==> src/hw/tm_consts.vh <==
// Register offsets, field positions, reset values and timing counts of the monitor
`ifndef TM_CONSTS_VH
`define TM_CONSTS_VH

`define TM_DEV_ADDR        7'h4C
`define TM_ARA_ADDR        7'h0C

`define TM_RD_TEMP         8'h00
`define TM_RD_STATUS       8'h02
`define TM_RD_SETUP        8'h03
`define TM_RD_RATE         8'h04
`define TM_RD_HIGH         8'h05
`define TM_RD_LOW          8'h06
`define TM_WR_SETUP        8'h09
`define TM_WR_RATE         8'h0A
`define TM_WR_HIGH         8'h0B
`define TM_WR_LOW          8'h0C
`define TM_WR_ONESHOT      8'h0F
`define TM_OT_LIMIT        8'h20
`define TM_OT_HYST         8'h21
`define TM_FAULT_CNT       8'h22
`define TM_RD_MAKER        8'hFE
`define TM_RD_REV          8'hFF

`define TM_ST_BUSY         7
`define TM_ST_HIGH         6
`define TM_ST_LOW          5
`define TM_ST_OT           0
`define TM_CFG_MASK        7
`define TM_CFG_STANDBY     6
`define TM_CFG_PINSEL      5
`define TM_CFG_RANGE       2
`define TM_FC_TIMEOUT_EN   7

`define TM_RST_TEMP        8'h00
`define TM_RST_SETUP       8'h00
`define TM_RST_RATE        8'h08
`define TM_RST_HIGH        8'h55
`define TM_RST_LOW         8'h00
`define TM_RST_OT_LIMIT    8'h55
`define TM_RST_OT_HYST     8'h0A
`define TM_RST_FAULT_CNT   8'h01
`define TM_RST_PTR         8'h00

`define TM_RATE_MAX_CODE   4'hA
`define TM_CLK_KHZ         32'd200000
`define TM_TIMEOUT_MS      32'd25
`define TM_CONV_BASE_MS    32'd16000

`endif

==> src/hw/tm_monitor.v <==
// Temperature monitor core: serial slave, register map, limit flags and alarm outputs
`timescale 1ns/10ps
`include "tm_consts.vh"
module tm_monitor #(
  parameter [31:0] TIMEOUT_CYCLES   = `TM_TIMEOUT_MS * `TM_CLK_KHZ,
  parameter [31:0] CONV_BASE_CYCLES = `TM_CONV_BASE_MS * `TM_CLK_KHZ,
  parameter [7:0]  MAKER_CODE       = 8'h5A, // Arbitrary value
  parameter [7:0]  REVISION_CODE    = 8'h01  // Arbitrary value
) (
  input  wire       core_clk,
  input  wire       srst,
  input  wire       scl_in,
  input  wire       sda_in,
  output reg        sda_out,
  output reg        sda_oe,
  input  wire [7:0] adc_data,
  input  wire       adc_valid,
  output reg        conv_start,
  output reg        conv_abort,
  output reg        range_extended,
  output reg        alert_out_n,
  output reg        overtemp_out_n
);

  localparam [2:0] S_IDLE     = 3'd0;
  localparam [2:0] S_ADDR     = 3'd1;
  localparam [2:0] S_ADDR_ACK = 3'd2;
  localparam [2:0] S_WR_BYTE  = 3'd3;
  localparam [2:0] S_WR_ACK   = 3'd4;
  localparam [2:0] S_RD_BYTE  = 3'd5;
  localparam [2:0] S_RD_ACK   = 3'd6;

  reg  [7:0]  register_pointer;
  reg  [7:0]  temperature_value;
  reg  [7:0]  device_setup;
  reg  [7:0]  sample_rate_select;
  reg  [7:0]  upper_temp_limit;
  reg  [7:0]  lower_temp_limit;
  reg  [7:0]  overtemp_limit;
  reg  [7:0]  overtemp_hysteresis;
  reg  [7:0]  fault_count_and_timeout;
  reg         high_flag;
  reg         low_flag;
  reg         overtemp_trip_flag;
  reg         second_trip_state;
  reg         alarm_latch;
  reg         busy;
  reg  [2:0]  run_count;
  reg  [31:0] rate_count;
  reg  [2:0]  state;
  reg  [2:0]  bit_count;
  reg  [7:0]  shift_in;
  reg  [7:0]  shift_out;
  reg         byte_done;
  reg         first_byte;
  reg         is_read;
  reg         is_ara;
  reg         master_nack;
  reg  [31:0] idle_count;
  reg         wr_stb;
  reg  [7:0]  wr_addr;
  reg  [7:0]  wr_data;
  reg         status_rd;
  reg         ara_done;
  reg  [7:0]  rd_data;
  reg  [2:0]  need_count;
  reg  [3:0]  rate_code;
  reg         scl_d;
  reg         sda_d;
  wire [1:0]  pins_sync;
  wire        scl_s;
  wire        sda_s;
  wire        scl_rise;
  wire        scl_fall;
  wire        bus_start;
  wire        bus_stop;
  wire        alarm_output_mask;
  wire        standby;
  wire        shared_pin_function_select;
  wire        high_now;
  wire        low_now;
  wire        ot_release;
  wire        t2_release;
  wire        meas_done;
  wire        meas_out;
  wire        meas_high;
  wire        meas_low;
  wire [2:0]  run_next;
  wire        trip;
  wire [31:0] rate_interval;
  wire        oneshot_req;
  wire        periodic_req;
  wire        enter_standby;
  wire [7:0]  status_byte;

  tm_sync2 #(
    .WIDTH (2)
  ) u_sync (
    .core_clk (core_clk),
    .srst     (srst),
    .async_in ({scl_in, sda_in}),
    .sync_out (pins_sync)
  );

  assign scl_s     = pins_sync[1];
  assign sda_s     = pins_sync[0];
  assign scl_rise  = scl_s & ~scl_d;
  assign scl_fall  = ~scl_s & scl_d;
  assign bus_start = scl_s & scl_d & sda_d & ~sda_s;
  assign bus_stop  = scl_s & scl_d & ~sda_d & sda_s;

  assign alarm_output_mask          = device_setup[`TM_CFG_MASK];
  assign standby                    = device_setup[`TM_CFG_STANDBY];
  assign shared_pin_function_select = device_setup[`TM_CFG_PINSEL];

  assign high_now   = temperature_value > upper_temp_limit;
  assign low_now    = temperature_value <= lower_temp_limit;
  assign ot_release = ({1'b0, temperature_value} + {1'b0, overtemp_hysteresis})
                      <= {1'b0, overtemp_limit};
  assign t2_release = ({1'b0, temperature_value} + {1'b0, overtemp_hysteresis})
                      <= {1'b0, upper_temp_limit};

  assign meas_done = adc_valid & busy;
  assign meas_high = adc_data > upper_temp_limit;
  assign meas_low  = adc_data <= lower_temp_limit;
  assign meas_out  = meas_high | meas_low;
  assign run_next  = (run_count == 3'd4) ? 3'd4 : run_count + 3'd1;
  assign trip      = meas_done & meas_out & (run_next >= need_count);

  assign rate_interval = CONV_BASE_CYCLES >> rate_code;
  assign periodic_req  = ~standby & (rate_count >= rate_interval - 32'd1);
  assign oneshot_req   = wr_stb & (wr_addr == `TM_WR_ONESHOT) & standby;
  assign enter_standby = wr_stb & (wr_addr == `TM_WR_SETUP) & ~standby
                         & wr_data[`TM_CFG_STANDBY];

  assign status_byte = {busy,
                        shared_pin_function_select ? second_trip_state : high_flag,
                        shared_pin_function_select ? 1'b0 : low_flag,
                        4'h0, overtemp_trip_flag};

  // Consecutive count decode and rate code clamp
  always @* begin
    case (fault_count_and_timeout[3:1])
      3'b001:  need_count = 3'd2;
      3'b011:  need_count = 3'd3;
      3'b111:  need_count = 3'd4;
      default: need_count = 3'd1;
    endcase
    if (sample_rate_select[3:0] > `TM_RATE_MAX_CODE) begin
      rate_code = `TM_RATE_MAX_CODE;
    end else begin
      rate_code = sample_rate_select[3:0];
    end
  end

  // Read decode at the retained pointer
  always @* begin
    case (register_pointer)
      `TM_RD_TEMP:   rd_data = temperature_value;
      `TM_RD_STATUS: rd_data = status_byte;
      `TM_RD_SETUP:  rd_data = device_setup;
      `TM_RD_RATE:   rd_data = sample_rate_select;
      `TM_RD_HIGH:   rd_data = upper_temp_limit;
      `TM_RD_LOW:    rd_data = lower_temp_limit;
      `TM_OT_LIMIT:  rd_data = overtemp_limit;
      `TM_OT_HYST:   rd_data = overtemp_hysteresis;
      `TM_FAULT_CNT: rd_data = fault_count_and_timeout;
      `TM_RD_MAKER:  rd_data = MAKER_CODE;
      `TM_RD_REV:    rd_data = REVISION_CODE;
      default:       rd_data = 8'h00;
    endcase
  end

  // Serial slave
  always @(posedge core_clk) begin
    if (srst) begin
      scl_d            <= 1'b1;
      sda_d            <= 1'b1;
      state            <= S_IDLE;
      bit_count        <= 3'd0;
      shift_in         <= 8'h00;
      shift_out        <= 8'h00;
      byte_done        <= 1'b0;
      first_byte       <= 1'b0;
      is_read          <= 1'b0;
      is_ara           <= 1'b0;
      master_nack      <= 1'b0;
      idle_count       <= 32'd0;
      sda_out          <= 1'b0;
      sda_oe           <= 1'b0;
      wr_stb           <= 1'b0;
      wr_addr          <= 8'h00;
      wr_data          <= 8'h00;
      status_rd        <= 1'b0;
      ara_done         <= 1'b0;
      register_pointer <= `TM_RST_PTR;
    end else begin
      scl_d     <= scl_s;
      sda_d     <= sda_s;
      wr_stb    <= 1'b0;
      status_rd <= 1'b0;
      ara_done  <= 1'b0;
      if (scl_s != scl_d || sda_s != sda_d || state == S_IDLE) begin
        idle_count <= 32'd0;
      end else if (idle_count != TIMEOUT_CYCLES) begin
        idle_count <= idle_count + 32'd1;
      end
      if (bus_start) begin
        state     <= S_ADDR;
        bit_count <= 3'd0;
        byte_done <= 1'b0;
        sda_oe    <= 1'b0;
      end else if (bus_stop) begin
        state  <= S_IDLE;
        sda_oe <= 1'b0;
      end else if (fault_count_and_timeout[`TM_FC_TIMEOUT_EN]
                   && idle_count == TIMEOUT_CYCLES) begin
        state  <= S_IDLE;
        sda_oe <= 1'b0;
      end else if (scl_rise) begin
        if (state == S_ADDR || state == S_WR_BYTE) begin
          shift_in  <= {shift_in[6:0], sda_s};
          bit_count <= bit_count + 3'd1;
          byte_done <= (bit_count == 3'd7);
        end else if (state == S_RD_ACK) begin
          master_nack <= sda_s;
        end
      end else if (scl_fall) begin
        case (state)
          S_ADDR: begin
            if (byte_done) begin
              byte_done <= 1'b0;
              is_read   <= shift_in[0];
              is_ara    <= (shift_in[7:1] == `TM_ARA_ADDR);
              if (shift_in[7:1] == `TM_DEV_ADDR
                  || (shift_in[7:1] == `TM_ARA_ADDR && shift_in[0]
                      && alarm_latch && !shared_pin_function_select)) begin
                sda_oe <= 1'b1;
                state  <= S_ADDR_ACK;
              end else begin
                state <= S_IDLE;
              end
            end
          end
          S_ADDR_ACK: begin
            bit_count <= 3'd0;
            if (is_read) begin
              state <= S_RD_BYTE;
              if (is_ara) begin
                shift_out <= {`TM_DEV_ADDR, 1'b1};
                sda_oe    <= 1'b0;
                ara_done  <= 1'b1;
              end else begin
                shift_out <= rd_data;
                sda_oe    <= ~rd_data[7];
                status_rd <= (register_pointer == `TM_RD_STATUS);
              end
            end else begin
              sda_oe     <= 1'b0;
              first_byte <= 1'b1;
              state      <= S_WR_BYTE;
            end
          end
          S_WR_BYTE: begin
            if (byte_done) begin
              byte_done  <= 1'b0;
              sda_oe     <= 1'b1;
              state      <= S_WR_ACK;
              first_byte <= 1'b0;
              if (first_byte) begin
                register_pointer <= shift_in;
              end else begin
                wr_stb  <= 1'b1;
                wr_addr <= register_pointer;
                wr_data <= shift_in;
              end
            end
          end
          S_WR_ACK: begin
            sda_oe <= 1'b0;
            state  <= S_WR_BYTE;
          end
          S_RD_BYTE: begin
            bit_count <= bit_count + 3'd1;
            if (bit_count == 3'd7) begin
              sda_oe <= 1'b0;
              state  <= S_RD_ACK;
            end else begin
              shift_out <= {shift_out[6:0], 1'b0};
              sda_oe    <= ~shift_out[6];
            end
          end
          S_RD_ACK: begin
            bit_count <= 3'd0;
            if (master_nack) begin
              state <= S_IDLE;
            end else begin
              state     <= S_RD_BYTE;
              shift_out <= rd_data;
              sda_oe    <= ~rd_data[7];
              status_rd <= (register_pointer == `TM_RD_STATUS) && !is_ara;
            end
          end
          default: begin
            state <= S_IDLE;
          end
        endcase
      end
    end
  end

  // Register file and conversion scheduling
  always @(posedge core_clk) begin
    if (srst) begin
      temperature_value       <= `TM_RST_TEMP;
      device_setup            <= `TM_RST_SETUP;
      sample_rate_select      <= `TM_RST_RATE;
      upper_temp_limit        <= `TM_RST_HIGH;
      lower_temp_limit        <= `TM_RST_LOW;
      overtemp_limit          <= `TM_RST_OT_LIMIT;
      overtemp_hysteresis     <= `TM_RST_OT_HYST;
      fault_count_and_timeout <= `TM_RST_FAULT_CNT;
      busy                    <= 1'b0;
      rate_count              <= 32'd0;
      run_count               <= 3'd0;
      conv_start              <= 1'b0;
      conv_abort              <= 1'b0;
      range_extended          <= 1'b0;
    end else begin
      conv_start     <= 1'b0;
      conv_abort     <= 1'b0;
      range_extended <= device_setup[`TM_CFG_RANGE];
      if (wr_stb) begin
        case (wr_addr)
          `TM_WR_SETUP:  device_setup            <= wr_data;
          `TM_WR_RATE:   sample_rate_select      <= wr_data;
          `TM_WR_HIGH:   upper_temp_limit        <= wr_data;
          `TM_WR_LOW:    lower_temp_limit        <= wr_data;
          `TM_OT_LIMIT:  overtemp_limit          <= wr_data;
          `TM_OT_HYST:   overtemp_hysteresis     <= wr_data;
          `TM_FAULT_CNT: fault_count_and_timeout <= wr_data;
          default:       ;
        endcase
      end
      if (standby || periodic_req) begin
        rate_count <= 32'd0;
      end else begin
        rate_count <= rate_count + 32'd1;
      end
      if (enter_standby && busy) begin
        busy       <= 1'b0;
        conv_abort <= 1'b1;
      end else if (meas_done) begin
        busy              <= 1'b0;
        temperature_value <= adc_data;
      end else if (!busy && (periodic_req || oneshot_req)) begin
        busy       <= 1'b1;
        conv_start <= 1'b1;
      end
      if (meas_done && !enter_standby) begin
        run_count <= meas_out ? run_next : 3'd0;
      end
    end
  end

  // Limit flags, alarm latch and output pins
  always @(posedge core_clk) begin
    if (srst) begin
      high_flag          <= 1'b0;
      low_flag           <= 1'b0;
      overtemp_trip_flag <= 1'b0;
      second_trip_state  <= 1'b0;
      alarm_latch        <= 1'b0;
      alert_out_n        <= 1'b1;
      overtemp_out_n     <= 1'b1;
    end else begin
      if (temperature_value > overtemp_limit) begin
        overtemp_trip_flag <= 1'b1;
      end else if (ot_release) begin
        overtemp_trip_flag <= 1'b0;
      end
      if (high_now) begin
        second_trip_state <= 1'b1;
      end else if (t2_release) begin
        second_trip_state <= 1'b0;
      end
      if (trip && meas_high && !shared_pin_function_select) begin
        high_flag <= 1'b1;
      end else if (status_rd && !high_now) begin
        high_flag <= 1'b0;
      end
      if (trip && meas_low && !shared_pin_function_select) begin
        low_flag <= 1'b1;
      end else if (status_rd && !low_now) begin
        low_flag <= 1'b0;
      end
      if (trip && !shared_pin_function_select) begin
        alarm_latch <= 1'b1;
      end else if ((status_rd || ara_done) && !high_now && !low_now) begin
        alarm_latch <= 1'b0;
      end
      overtemp_out_n <= ~overtemp_trip_flag;
      if (shared_pin_function_select) begin
        alert_out_n <= ~second_trip_state;
      end else begin
        alert_out_n <= ~(alarm_latch & ~alarm_output_mask);
      end
    end
  end

endmodule

==> src/hw/tm_sync2.v <==
// Two flip-flop synchroniser for asynchronous inputs
`timescale 1ns/10ps
module tm_sync2 #(
  parameter WIDTH = 1
) (
  input  wire             core_clk,
  input  wire             srst,
  input  wire [WIDTH-1:0] async_in,
  output reg  [WIDTH-1:0] sync_out
);

  reg [WIDTH-1:0] stage1;

  always @(posedge core_clk) begin
    if (srst) begin
      stage1   <= {WIDTH{1'b1}};
      sync_out <= {WIDTH{1'b1}};
    end else begin
      stage1   <= async_in;
      sync_out <= stage1;
    end
  end

endmodule

==> config.mk <==
export PLATFORM = sky130hd
export DESIGN_NAME = tm_monitor
export DESIGN_NICKNAME = d
export VERILOG_FILES = /design/src/hw/tm_monitor.v /design/src/hw/tm_sync2.v
export VERILOG_INCLUDE_DIRS = /design/src /design/src/hw
export SDC_FILE = /design/constraint.sdc
export NUM_CORES = 1
export LEC_CHECK = 0
export CELL_PAD_IN_SITES_DETAIL_PLACEMENT = 1
export CELL_PAD_IN_SITES_GLOBAL_PLACEMENT = 1
export CORE_MARGIN = 8
export CORE_UTILIZATION = 50
export DETAILED_ROUTE_END_ITERATION = 12
export DONT_BUFFER_PORTS = 1
export GPL_TIMING_DRIVEN = 0
export PLACE_DENSITY_LB_ADDON = 0.1
export SLEW_MARGIN = 25
export SYNTH_ARGS = -nofsm -noshare
export SYNTH_HDL_FRONTEND = slang
export SYNTH_HIERARCHICAL = 1
export SYNTH_SLANG_ARGS = --single-unit
==> constraint.sdc <==
create_clock -name core_clk -period 3.8 [get_ports core_clk]
set_clock_uncertainty 0.05 [all_clocks]
set_input_delay 0.38 -clock core_clk [delete_from_list [all_inputs] [get_ports core_clk]]
set_output_delay 0.38 -clock core_clk [all_outputs]
set_load 0.005 [all_outputs]
==> metrics.md <==
| Metric | Value |
|---|---|
| Crit-path cells | `inv_1, nor2_2, a21oi_1, o22ai_1, nand2_1, ha_1, nand4_1, or4_1, nor4_2, o41a_1, or3_4, buf_4, nor2_1` |
| Worst hold path type | `input port to register` |
| Layout Utilization | `56.1%` |
| Clock sinks | `202` |
| 1st-iter DRT viols | `758` |
| Outcome | `finished, final reports clean` |
| Top-area cell type share of the netlist area | `34.5%` |
| Rows | `56` |
| Post-synth ARST share | `0%` |
| CP max FO | `10` |
| M1 WL | `17300 µm` |
| Gp weighted congestion | `0.942` |
| # diodes | `0` |
| WP data required | `4.16 ns` |
| Die ar. | `28600 µm²` |
| Number of synthesized flops with an enable pin | `0` |
| Drt wl/cell | `21.5 µm` |
| Yosys warns | `6` |
| Crit. End Element | `register` |
| FF-to-FF setup slack | `0.30 ns` |
| Placement Setup Slack | `-0.273 ns` |
| Largest area contributor in the netlist | `dfxtp_1` |
| Reg area | `4050 µm²` |
| Ratio of cells with drive above 1 in the final layout | `6.32%` |
| Initial antenna violation count | `1` |
| Crit path time final | `3.50 ns` |
| CTS max path bufs | `3` |
| #FFs+latches synth | `202` |
| Sequential area share after synthesis | `34.5%` |
| Synthesized area | `11700 µm²` |
| Avg Inst Size Synth | `8.56 µm²` |
| Max Used Layer | `met4` |
| Die H | `169 µm` |
| Top FF cell, synth | `dfxtp_1` |
| WL met3 | `2490 µm` |
| CP bufs+invs | `2` |
| Slew at the pin closest to its max-slew limit | `0.956 ns` |
| Pre-Repair DR Iteration Count | `5` |
| Post-Syn Instances | `1368` |
| Fin. Hold Viols | `0` |
| GRT Total Usage | `26.1%` |
| Inserted Clock Buffers | `24` |
| Most repeated cell in the gate-level netlist after synthesis | `nor2_1` |
| Vias post-DR | `10323` |
| Kind of cell adding the most delay to the critical path | `simple AND/OR/NAND/NOR gates` |
| Max-cap viol count | `0` |
| Fin crit share | `92.2%` |
| WHS | `0.0219 ns` |
| Top cells by area, synth | `dfxtp_1 35%, ha_1 12%, mux2i_1 8.5%` |
| First-pass GRT wire length | `59100 µm` |
| DRC Markers | `0` |
| Die Wd | `169 µm` |
| Met2 routed WL | `16700 µm` |
| Pwr dens | `347 nW/µm²` |
| Footprint of the multi-input gates | `7240 µm²` |
| Input/output buffers | `0` |
| Crit-path max cell delay | `0.59 ns` |
| Crit Path Category | `register to register` |
| Pins Over Slew Limit | `0` |
| Crit path launch type | `register` |
| Headroom to the max-slew limit | `35.9%` |
| Post-DP HPWL | `27800 µm` |
| Count of final setup violators | `0` |
| H-tree depth | `1` |
| CORE AREA | `23300 µm²` |
| Fillers | `2811` |
| VDD IR-drop max | `0.289 mV` |
| Lkg Pwr | `5.37 nW` |
| Area Overhead vs Synth | `11.4%` |
| Fmax achieved | `286 MHz` |
| Design Power | `4.52 mW` |
| GR Overflow Total | `0` |
| IO Pins | `20` |
| Vias per cell | `5.93` |
| Count of cell types in the netlist | `88` |
| CTS tree | `done` |
| WL final | `37500 µm` |
| Skew-Pair Late Insertion Delay | `0.52 ns` |
| Synth cell count leaders | `215 x nor2_1, 202 x dfxtp_1, 110 x ha_1, 99 x mux2i_1, 96 x nand2_1` |
| Root buf cell | `clkbuf_16` |
| Slowest stage cell on the critical path | `or4_1` |
| Post-DRT Antenna Nets | `0` |
| Starting Density | `50.3%` |
| Nets | `1531` |
| Largest net degree at the start of global routing | `13` |
| Setup ws final | `0.298 ns` |
| Worst-path clk slew | `0.06 ns` |
| Vias in the first global route | `10511` |
| Arrival @ worst endpoint | `3.86 ns` |
==> flip-flops by register name, indices dropped and copies added, names as in the netlist, 2 cells and up <==
name / flops
u_sync/stage1: 2
overtemp_limit: 8
lower_temp_limit: 8
shift_out: 7
run_count: 3
overtemp_hysteresis: 8
shift_in: 8
bit_count: 3
wr_addr: 8
state: 3
fault_count_and_timeout: 8
register_pointer: 8
idle_count: 32
upper_temp_limit: 8
temperature_value: 8
wr_data: 8
u_sync/sync_out: 2
rate_count: 32
device_setup: 8
sample_rate_select: 8
==> routing by layer <==
metal	global-route usage, %	vias to the layer above
li1	-	4934
met1	35.9	5045
met2	40.8	276
met3	5.22	68
met4	7.89	0
met5	0	-
==> placed cells by master, fill, tap and decap left out, types with 5 or more instances in the layout <==
cell type and count:
a211o_1 10, a211oi_1 5, a21o_1 20, a21oi_1 61, a22o_1 5, a22oi_1 5, a31oi_1 7, and2_1 6
and3_1 21, buf_1 5, buf_2 9, buf_4 8, clkbuf_1 36, clkbuf_16 25, clkbuf_8 5, dfxtp_1 201
dlygate4sd3_1 11, ha_1 110, inv_1 50, mux2i_1 99, nand2_1 96, nand2b_1 17, nand3_1 34, nand4_1 40
nor2_1 213, nor2b_1 26, nor3_1 22, nor4_1 11, o211ai_1 11, o21a_1 10, o21ai_0 47, o22ai_1 7
o31ai_1 5, or3_1 10, xnor2_1 30, xor2_1 38
==> final cells by class <==
class / instances / share of cell area [%]
Clock inverter: 7 / 0.499
Timing Repair Buffer: 13 / 0.940
Multi-Input combinational cell: 1060 / 55.5
Tap cell: 319 / 3.06
Buffer: 55 / 2.17
Clock buffer: 35 / 5.39
Inverter: 51 / 1.47
Sequential cell: 202 / 31.0
==> path summary, 6_finish.rpt <==
kind | startpoint | end | cells past startpoint
setup / recovery | sample_rate_select[2] | rate_count[26] | 13
hold / removal | srst | u_sync/sync_out[0] | 1
setup reg to reg | sample_rate_select[2] | rate_count[26] | 13
hold reg to reg | bit_count[2] | bit_count[2] | 2
==> worst register-to-register path: cells and delay by family (launching register included) <==
kind / cells / cell delay, ns
AND/OR/NAND/NOR: 7 / 1.62
AO/OA/AOI/OAI: 3 / 0.57
flip-flops: 1 / 0.44
adder cells (fa/ha/maj): 1 / 0.37
buffers and inverters: 2 / 0.35
==> metrics by stage <==
| stage | area, µm² | cells | setup TNS, ns |
|---|---|---|---|
| 6_report | 13000 | 1742 | 0 |
| 5_1_grt | 13000 | 1742 | -0.0398 |
| 4_1_cts | 13000 | 1742 | 0 |
| 3_5_place_dp | 12100 | 1690 | -7.63 |
| 3_3_place_gp | 12100 | 1689 | -7.70 |
| 2_1_floorplan | 11700 | 1370 | 0 |
==> power breakdown <==
part | leakage (nW) | switching, mW | internal [mW]
registers | 1.63 | 0.00742 | 2.12
clock network | 0.374 | 0.919 | 1.34
logic | 3.36 | 0.0852 | 0.0444
total | 5.37 | 1.01 | 3.51
==> kinds of logic after synthesis <==
family	Yosys count	share of synthesized area, %
AND/OR/NAND/NOR	545	22.7
AO/OA/AOI/OAI	232	13.1
flip-flops	202	34.5
adder cells (fa/ha/maj)	111	11.9
buffers and inverters	108	4.04
multiplexers	100	8.56
XOR/XNOR	68	5.08
other	2	0.0641
==> what timing repair did <==
item | 4_1_cts | 5_1_grt
hold buffers | 11 | 0
setup endpoints to repair | 32 | 32
setup buffers | 0 | 1
hold endpoints to repair | 9 | 0
pin swaps | 0 | 0
gates cloned | 0 | 0
resized for setup | 8 | 2
Note: power is estimated with default switching activity, not from simulation.
